$ cat src/logic/bhd_defs.svh
// Constants for the hall commutation decoder.
// Assumes inclusion by bare name from design files.
`ifndef BHD_DEFS_SVH
`define BHD_DEFS_SVH
`define BHD_PWM_FREQ_HZ 18000
`define BHD_CLK_FREQ_HZ 250000000
`define BHD_PWM_PERIOD_CYC (`BHD_CLK_FREQ_HZ / `BHD_PWM_FREQ_HZ)
`define BHD_PHASE_NONE 3'h0
`define BHD_PHASE_1 3'h1
`define BHD_PHASE_2 3'h2
`define BHD_PHASE_3 3'h4
`endif

$ cat src/logic/bhd_pkg.sv
// Types for the hall commutation decoder.
// Assumes nothing beyond a SystemVerilog compiler.
package bhd_pkg;
    typedef logic [2:0] bhd_phase_type;
    typedef enum logic [1:0]
    {
        BHD_PWM_ON = 2'h1,
        BHD_PWM_OFF = 2'h2
    } bhd_pwm_state_type;
endpackage

$ cat src/logic/bhd_chop_if.sv
// Chopper link between the decoder top and its PWM generator.
// Assumes a single clock domain.
interface bhd_chop_if;
    logic [15:0] duty;
    logic chop_on;
    modport gen (input duty, output chop_on);
    modport user (output duty, input chop_on);
endinterface

$ cat src/logic/bhd_pwm.sv
// PWM chopper running at a fixed carrier rate.
// Assumes clk at the rate given in the defs header.
`include "bhd_defs.svh"
module bhd_pwm #(
    parameter int PERIOD_CYC = `BHD_PWM_PERIOD_CYC
)(
    input wire logic clk,
    input wire logic sys_rst,
    bhd_chop_if.gen chop
);
    logic [15:0] count;
    bhd_pkg::bhd_pwm_state_type state;

    // Free-running carrier counter
    always_ff @(posedge clk)
    begin
        if (sys_rst || count == 16'(PERIOD_CYC - 1))
            count <= 16'h0;
        else
            count <= count + 16'h1;
    end

    always_ff @(posedge clk)
    begin
        if (sys_rst)
            state <= bhd_pkg::BHD_PWM_OFF;
        else if (count < chop.duty)
            state <= bhd_pkg::BHD_PWM_ON;
        else
            state <= bhd_pkg::BHD_PWM_OFF;
    end

    assign chop.chop_on = (state == bhd_pkg::BHD_PWM_ON);
endmodule

$ cat src/logic/bhd_decoder.sv
// Commutation decoder for a three-phase brushless motor drive.
// Assumes hall inputs and controls synchronous to clk.
`include "bhd_defs.svh"
module bhd_decoder #(
    parameter int PERIOD_CYC = `BHD_PWM_PERIOD_CYC
)(
    input wire logic clk,
    input wire logic sys_rst,
    input wire logic rotor_sensor_a,
    input wire logic rotor_sensor_b,
    input wire logic rotor_sensor_c,
    input wire logic spacing_120,
    input wire logic reverse,
    input wire logic brake,
    input wire logic [15:0] duty,
    output logic [2:0] source_en,
    output logic [2:0] sink_en
);
    bhd_chop_if chop();
    logic [2:0] hall;
    bhd_pkg::bhd_phase_type fwd_src;
    bhd_pkg::bhd_phase_type fwd_snk;
    bhd_pkg::bhd_phase_type dir_src;
    bhd_pkg::bhd_phase_type dir_snk;
    logic [5:0] pair;
    logic [2:0] next_source;
    logic [2:0] next_sink;

    // Returns {source, sink} one-hot phases for a 60-degree hall code
    function automatic logic [5:0] decode_60(input logic [2:0] code);
        logic [2:0] src;
        logic [2:0] snk;
        src = `BHD_PHASE_NONE;
        snk = `BHD_PHASE_NONE;
        unique case (code)
            3'h0:
            begin
                src = `BHD_PHASE_2;
                snk = `BHD_PHASE_1;
            end
            3'h4:
            begin
                src = `BHD_PHASE_2;
                snk = `BHD_PHASE_3;
            end
            3'h6:
            begin
                src = `BHD_PHASE_1;
                snk = `BHD_PHASE_3;
            end
            3'h7:
            begin
                src = `BHD_PHASE_1;
                snk = `BHD_PHASE_2;
            end
            3'h3:
            begin
                src = `BHD_PHASE_3;
                snk = `BHD_PHASE_2;
            end
            3'h1:
            begin
                src = `BHD_PHASE_3;
                snk = `BHD_PHASE_1;
            end
            // Codes 010 and 101 cannot occur with 60-degree spacing
            default:
            begin
                src = `BHD_PHASE_NONE;
                snk = `BHD_PHASE_NONE;
            end
        endcase
        return {src, snk};
    endfunction

    // Returns {source, sink} one-hot phases for a 120-degree hall code
    function automatic logic [5:0] decode_120(input logic [2:0] code);
        logic [2:0] src;
        logic [2:0] snk;
        src = `BHD_PHASE_NONE;
        snk = `BHD_PHASE_NONE;
        unique case (code)
            3'h1:
            begin
                src = `BHD_PHASE_2;
                snk = `BHD_PHASE_1;
            end
            3'h5:
            begin
                src = `BHD_PHASE_2;
                snk = `BHD_PHASE_3;
            end
            3'h4:
            begin
                src = `BHD_PHASE_1;
                snk = `BHD_PHASE_3;
            end
            3'h6:
            begin
                src = `BHD_PHASE_1;
                snk = `BHD_PHASE_2;
            end
            3'h2:
            begin
                src = `BHD_PHASE_3;
                snk = `BHD_PHASE_2;
            end
            3'h3:
            begin
                src = `BHD_PHASE_3;
                snk = `BHD_PHASE_1;
            end
            // All sensors equal means a broken sensor or cable
            default:
            begin
                src = `BHD_PHASE_NONE;
                snk = `BHD_PHASE_NONE;
            end
        endcase
        return {src, snk};
    endfunction

    // Picks the table that matches the sensor spacing
    function automatic logic [5:0] decode(input logic mode120, input logic [2:0] code);
        logic [5:0] r;
        r = {`BHD_PHASE_NONE, `BHD_PHASE_NONE};
        if (mode120)
        begin
            r = decode_120(code);
        end
        else
        begin
            r = decode_60(code);
        end
        return r;
    endfunction

    // Sensor a is the most significant bit of the code
    assign hall = {rotor_sensor_a, rotor_sensor_b, rotor_sensor_c};
    assign pair = decode(spacing_120, hall);
    assign fwd_src = pair[5:3];
    assign fwd_snk = pair[2:0];
    assign chop.duty = duty;

    // Reverse runs the same table with the two roles exchanged
    always_comb
    begin
        dir_src = fwd_src;
        dir_snk = fwd_snk;
        if (reverse)
        begin
            dir_src = fwd_snk;
            dir_snk = fwd_src;
        end
    end

    bhd_pwm #(
        .PERIOD_CYC(PERIOD_CYC)
    ) u_pwm (
        .clk(clk),
        .sys_rst(sys_rst),
        .chop(chop)
    );

    // One output stage per phase
    for (genvar i = 0; i < 3; i++)
    begin : g_phase
        // Chopping only the source keeps the sink as the return path
        always_comb
        begin
            next_source[i] = dir_src[i];
            if (brake)
            begin
                next_source[i] = 1'b0;
            end
            else if (!chop.chop_on)
            begin
                next_source[i] = 1'b0;
            end
        end

        always_comb
        begin
            next_sink[i] = dir_snk[i];
            if (brake)
            begin
                next_sink[i] = 1'b1;
            end
        end

        always_ff @(posedge clk)
        begin
            if (sys_rst)
                source_en[i] <= 1'b0;
            else
                source_en[i] <= next_source[i];
        end

        always_ff @(posedge clk)
        begin
            if (sys_rst)
                sink_en[i] <= 1'b0;
            else
                sink_en[i] <= next_sink[i];
        end
    end
endmodule

$ cat config.mk
export PLATFORM = sky130hd
export DESIGN_NAME = bhd_decoder
export DESIGN_NICKNAME = d
export VERILOG_FILES = /design/src/logic/bhd_pkg.sv /design/src/logic/bhd_chop_if.sv /design/src/logic/bhd_pwm.sv /design/src/logic/bhd_decoder.sv
export VERILOG_INCLUDE_DIRS = /design/src /design/src/logic
export SDC_FILE = /design/constraint.sdc
export NUM_CORES = 1
export LEC_CHECK = 0
export ABC_AREA = 1
export BUFFER_PORTS_ARGS = -buffer_cell sky130_fd_sc_hd__clkbuf_2
export CAP_MARGIN = 40
export CORE_ASPECT_RATIO = 1.2
export CORE_UTILIZATION = 55
export DETAILED_ROUTE_END_ITERATION = 16
export GPL_TIMING_DRIVEN = 0
export PLACE_DENSITY = 0.79
export SLEW_MARGIN = 25
export SYNTH_ARGS = -nofsm -noshare
export SYNTH_HDL_FRONTEND = slang
export SYNTH_SLANG_ARGS = --single-unit
$ cat constraint.sdc
create_clock -name clk -period 3.1 [get_ports clk]
set_clock_uncertainty 0.1 [all_clocks]
set_input_delay 0.465 -clock clk [delete_from_list [all_inputs] [get_ports clk]]
set_output_delay 0.465 -clock clk [all_outputs]
set_load 0.02 [all_outputs]
==> out/results.ini, run 1 <==
[run_status]
outcome = finished, final reports clean

[timing]
hold_viol = 0
drv_slew = 0
worstMarginPinSlew_ns = 0.2805
finalCritPeriodShare = 0.5046
finalSetupViolations = 0
hold_slack_ns = 0.3675
min_period_ns = 1.564
fmax_mhz = 639.3
tns_ns = 0
relSlewSlack = 0.8116
rsz0062_at_grt = false

[synth]
yosys.area.top_type = dfxtp_1
postSynthCellCount = 234
synth_top_area_frac = 0.3055
synth_fp_nets = 274
yosysSeqAreaShare = 0.3055
ys_top_cells_by_area = dfxtp_1, ha_1, nand2_1
postSynthAreaPerCell_sq_um = 6.721
syn-cell-area_sq_mm = 0.001573
ys_ff_latch = 24
yosysWarnings = 0
yosys.cell_types.count = 24

[clock_network]
clk_pin_slew_ns = 0.13
clk_path_buf_depth = 2
cts.sinks = 24
tritoncts = built
cts_htree_levels = 1
numCtsBuffers = 3
cts_root_buf = clkbuf_4
clock_latency_ns = 0.31
cts_hold_buffers = 0
cts_setup_buffers = 0
cts_resized = 0

[floorplanning]
die_w_um = 50.82
dieArea_sq_mm = 0.003078
ios = 30
core_sq_mm = 0.002628
rows = 20
start_util = 0.5986
dieHeight_um = 60.58

[placement]
place.gp.congestion = 0.9031
port_buffers = 29
place_inst = 296
place_area_sq_mm = 0.001759
dpl.hpwl_mm = 2.347

[layout]
final_area_sq_mm = 0.001795
multi_input_area_sq_um = 893.4
final_cell_count_no_fill = 300
seqCellArea_sq_um = 480.5
area_growth_syn_to_layout_pct = 14.16
fillCellCount = 261
insertedDiodeCount = 0
drive_gt1_frac = 0.1723
nNetsFinal = 308

[routing]
route.detailed.drc = 0
totalWireLength_mm = 2.737
viasPerCell = 4.770
top_layer = met4
wl_per_cell_um = 9.123
drt_iter0_markers = 36
met2WireLength_mm = 1.375
vias = 1431
drtAntennaViolNets = 0
drt-met1-wl_mm = 1.265
drtPass1Iterations = 4
wl_met3_um = 73

[global_route]
grtUsageTotal = 0.2159
grt_overflow_total = 0
grt_max_degree = 14
grt_pass1_vias = 1281
grt_pass1_wl_mm = 5.002
antenna_found_initial = 0

[critical_path]
crit_required_ns = 3.22
path_class = reg -> reg
end_kind = flop
critPathLaunch = u_pwm.count[0]
worstPathMaxFanout = 10
arrival_ns = 1.68
r2r_start = u_pwm.count[0]
start_kind = flop
r2r_slack_ns = 1.54

[power_and_ir_drop]
power_w = 0.0005615
peakVddDrop_mv = 0.2684
power_density_mw_per_mm2 = 312.7
p_leak_nw = 0.9412

[job]
maxCapViolCount = 0

[worst_hold_path]
holdCritPathClass = in -> reg
min-delay-start = brake

## per-layer routing
| layer | global-route usage | vias up |
|---|---|---|
| met5 | 0 | - |
| met4 | 0.07143 | 0 |
| met3 | 0.03008 | 4 |
| met2 | 0.4152 | 21 |
| met1 | 0.2446 | 610 |
| li1 | - | 796 |
## registers in the layout (all words and copies together) (netlist names)
name / flops
sink_en: 3
u_pwm.state: 2
source_en: 3
u_pwm.count: 16
## synthesized netlist by cell type
| master | instances |
|---|---|
| nand2_1 | 50 |
| inv_1 | 47 |
| nor2_1 | 32 |
| dfxtp_1 | 24 |
| ha_1 | 16 |
| a21oi_1 | 14 |
| o21ai_0 | 9 |
| nand3_1 | 8 |
| nand4_1 | 7 |
| nor3_1 | 5 |
| inv_2 | 3 |
| xor2_1 | 3 |
| nand2_2 | 2 |
| nor2_4 | 2 |
| nor3_2 | 2 |
| xnor2_1 | 2 |
| and2_1 | 1 |
| buf_6 | 1 |
| nand2_4 | 1 |
| nand3_2 | 1 |
| nand3b_1 | 1 |
| nor3_4 | 1 |
| o21ai_1 | 1 |
| or2_0 | 1 |
## cells by family (layout without fill, tap and decap cells)
group,count (synthesis),count (layout),share of synthesized area
buffers and inverters,51,84,0.1265
flip-flops,24,24,0.3055
XOR/XNOR,5,5,0.02785
AO/OA/AOI/OAI,24,24,0.07637
AND/OR/NAND/NOR,114,114,0.3365
adder cells (fa/ha/maj),16,16,0.1273
## per-stage QoR
step / util / worst slack [ns]
finish: 0.6833 / 1.536
global route: 0.6833 / 1.408
CTS: 0.6833 / 1.514
detailed placement: 0.6695 / 1.435
global placement: 0.6695 / 1.449
floorplan: - / 1.650
## power breakdown
group          switching (W)  internal (W)  total [W]
Combinational      0.0000432     0.0000330  0.0000763
Clock              0.0000923     0.0000718   0.000164
Sequential        0.00000460      0.000317   0.000321
## cell usage in the layout, fill, tap and decap left out, types with 2 or more instances in the layout
master	count
a21oi_1	14
clkbuf_2	29
clkbuf_4	3
dfxtp_1	24
ha_1	16
inv_1	47
inv_2	3
nand2_1	50
nand2_2	2
nand3_1	8
nand4_1	7
nor2_1	32
nor2_4	2
nor3_1	5
nor3_2	2
o21ai_0	9
xnor2_1	2
xor2_1	3
## area by class of cell
class                   instances  area share
clock buffers                   4     0.02021
inverters                      50      0.1045
multi-input cells             159      0.4976
flip-flops and latches         24      0.2676
well taps                      33     0.02300
plain buffers                   1    0.006272
repair buffers                 29     0.08084
## worst max-delay path: stages (launching register included)
cell and delay, ns:
dfxtp_1 0.41, ha_1 0.20, nand2_2 0.09, nor2_4 0.15
inv_2 0.04, nor2_1 0.09, nand2_1 0.09, nand2_4 0.11
buf_6 0.15, a21oi_1 0.04
## final timing paths
path,endpoint,cells after the start
hold reg to reg,u_pwm.count[0],1
hold / removal,sink_en[1],5
setup / recovery,u_pwm.count[15],9
setup reg to reg,u_pwm.count[15],9
No activity file was read; power rests on OpenSTA's default activity.
==> run 2: changes to the inputs <==
ABC_AREA = 0   (was 1)
CORE_UTILIZATION = 48   (was 55)
PLACE_DENSITY = 0.74   (was 0.79)
clock period = 1.4 ns   (was 3.1 ns; I/O delays follow)
==> out/results.ini, run 2 <==
[synth]
ys_top_cells_by_count = dfxtp_1, nor2_1, inv_1, ha_1, a21oi_1
yosysSeqAreaShare = 0.3374
ys_ff_latch = 24
postSynthAreaPerCell_sq_um = 8.526
ys_top_cells_by_area = dfxtp_1, ha_1, xnor2_1
async_flop_share = 0
synthFlopType = dfxtp_1
yosysWarnings = 0
synth.most_common_cell = dfxtp_1
synth_top_area_frac = 0.3374
synth-edff-count = 0
syn-cell-area_sq_mm = 0.001424
synth_fp_nets = 207
postSynthCellCount = 167
yosys.cell_types.count = 33
yosys.area.top_type = dfxtp_1

[run_status]
violations = negative setup slack
outcome = complete, but fails checks

[timing]
fmax_mhz = 569.3
layout_setup_ws_ns = -0.3566
min_period_ns = 1.757
finalSetupViolations = 13
worstMarginPinSlew_ns = 0.4065
hold_viol = 0
rsz0062_at_grt = true
hold_slack_ns = 0.02476
finalCritPeriodShare = 1.255
drv_slew = 0
relSlewSlack = 0.7220

[placement]
post-place-ws_ns = -0.3971
port_buffers = 28
place.gp.congestion = 0.7755
dpl.hpwl_mm = 2.345

[critical_path]
cp_cell_sequence = ha_4 > and4_4 > o31ai_2 > or4_4 > o2111a_1
cp.depth = 5
slowest_delay_ns = 0.48
rr_worst_depth = 5
critPathTopFamily = simple AND/OR/NAND/NOR gates
worstPathMaxFanout = 3
start_kind = flop
end_kind = flop
arrival_ns = 1.89
slowest_stage = or4_4
cp_num_buf_inv = 0
path_class = reg -> reg
crit_required_ns = 1.53

[global_route]
grt_busiest_layer = met2
met2_usage = 0.4230
grt_max_degree = 14
use_met3 = 0.02222
grt_pass1_vias = 1260
use_met1 = 0.2459
antenna_found_initial = 0
grtUsageTotal = 0.2239
grt_pass1_wl_mm = 5.271
grt_overflow_total = 0

[power_and_ir_drop]
combPwrFrac = 0.158
power_density_mw_per_mm2 = 641.4
pwr-share-seq = 0.574
p_leak_nw = 0.7669
internal-power_w = 0.0008840
sw_frac_of_total = 0.2758
peakVddDrop_mv = 0.4162
clkPwrFrac = 0.268
p_sw_w = 0.0003367

[routing]
totalWireLength_mm = 3.219
drtAntennaViolNets = 0
viasPerCell = 5.432
drt_iter0_markers = 11
route.detailed.drc = 0
drtPass1Iterations = 4
vias = 1309
wl_per_cell_um = 13.36

[clock_network]
tritoncts = built
cts.sinks = 24
clk_pin_slew_ns = 0.14
clock_latency_ns = 0.33
clk_path_buf_depth = 2
numCtsBuffers = 3
cts_hold_buffers = 0
cts_root_buf = clkbuf_4
cts_htree_levels = 1

[layout]
nNetsFinal = 248
drive_gt1_frac = 0.3720
regMostFlops = u_pwm.count
mostFrequentLayoutCell = clkbuf_2
largest_register_ffs = 16
insertedDiodeCount = 0
top_regs = u_pwm.count x16, sink_en x3, source_en x3
final_cell_mix = clkbuf_2, nor2_1, inv_1
post-route-util = 0.6769
area_growth_syn_to_layout_pct = 33.66

[floorplanning]
start_util = 0.5065
core_sq_mm = 0.002811
ios = 30
dieHeight_um = 61.67
dieArea_sq_mm = 0.003189
die_w_um = 51.72
rows = 21

[worst_hold_path]
worstHoldPathCells = 3
holdCritPathClass = in -> reg

[job]
maxCapViolCount = 0

## run 2: per-stage QoR
| step | total power [W] | instances | TNS [ns] | instance area (sq um) |
|---|---|---|---|---|
| after floorplan | 0.0008256 | 167 | -0.4956 | 1513 |
| after global placement | 0.0008845 | 229 | -2.381 | 1695 |
| after detailed placement | 0.0008955 | 229 | -2.708 | 1695 |
| after CTS | 0.001209 | 240 | -1.421 | 1896 |
| after global routing | 0.001277 | 241 | -2.982 | 1903 |
| final | 0.001221 | 241 | -2.147 | 1903 |
## run 2: final cells by class
type                       instances  area [sq um]
fill                             218         908.4
buffer                             2         17.52
timing repair buffer              36         200.2
clock inverter                     1         3.754
tap                               34         42.54
inverter                          19         71.32
sequential                        24         521.8
multi-input combinational        122          1023
clock buffer                       3         22.52
## run 2: tightest hold or removal path: cells and delay by family
family / cells / cell delay [ns]
buf+inv: 2 / 0.15
compound gates: 1 / 0.06
## run 2: cells by family (layout without fill, tap and decap cells)
family | count (synthesis) | after routing | share of synthesized area
compound gates | 25 | 25 | 0.1055
xor+xnor | 14 | 14 | 0.08612
fa+ha+maj | 16 | 16 | 0.1406
buf+inv | 21 | 61 | 0.05536
flops | 24 | 24 | 0.3374
mux | 3 | 3 | 0.02109
simple gates | 64 | 64 | 0.2540
## run 2: path summary, 6_finish.rpt
kind,startpoint,slack (ns),to
max reg2reg,u_pwm.count[11],-0.36,u_pwm.state[0]
min reg2reg,u_pwm.count[0],0.42,u_pwm.count[0]
max,u_pwm.count[11],-0.36,u_pwm.state[0]
min,brake,0.02,sink_en[2]
## run 2: power by group through the flow
stage / registers (W) / clock network, W / logic (W)
2_1_floorplan: 0.000731 / 0 / 0.0000942
3_3_place_gp: 0.000723 / 0 / 0.000161
5_1_grt: 0.000704 / 0.000356 / 0.000218
3_5_place_dp: 0.000724 / 0 / 0.000171
4_1_cts: 0.000701 / 0.000317 / 0.000191
6_report: 0.000701 / 0.000327 / 0.000193
## run 2: repair_timing
action,CTS,global route
pin swaps,4,2
gates resized for setup,22,0
buffers inserted,7,1
setup endpoints to repair,14,17
## run 2: per-layer routing
| metal | vias to the layer above | wire (um) |
|---|---|---|
| met5 | - | 0 |
| met3 | 7 | 129 |
| met1 | 592 | 1347 |
| met2 | 49 | 1660 |
| met4 | 0 | 80 |
| li1 | 661 | - |
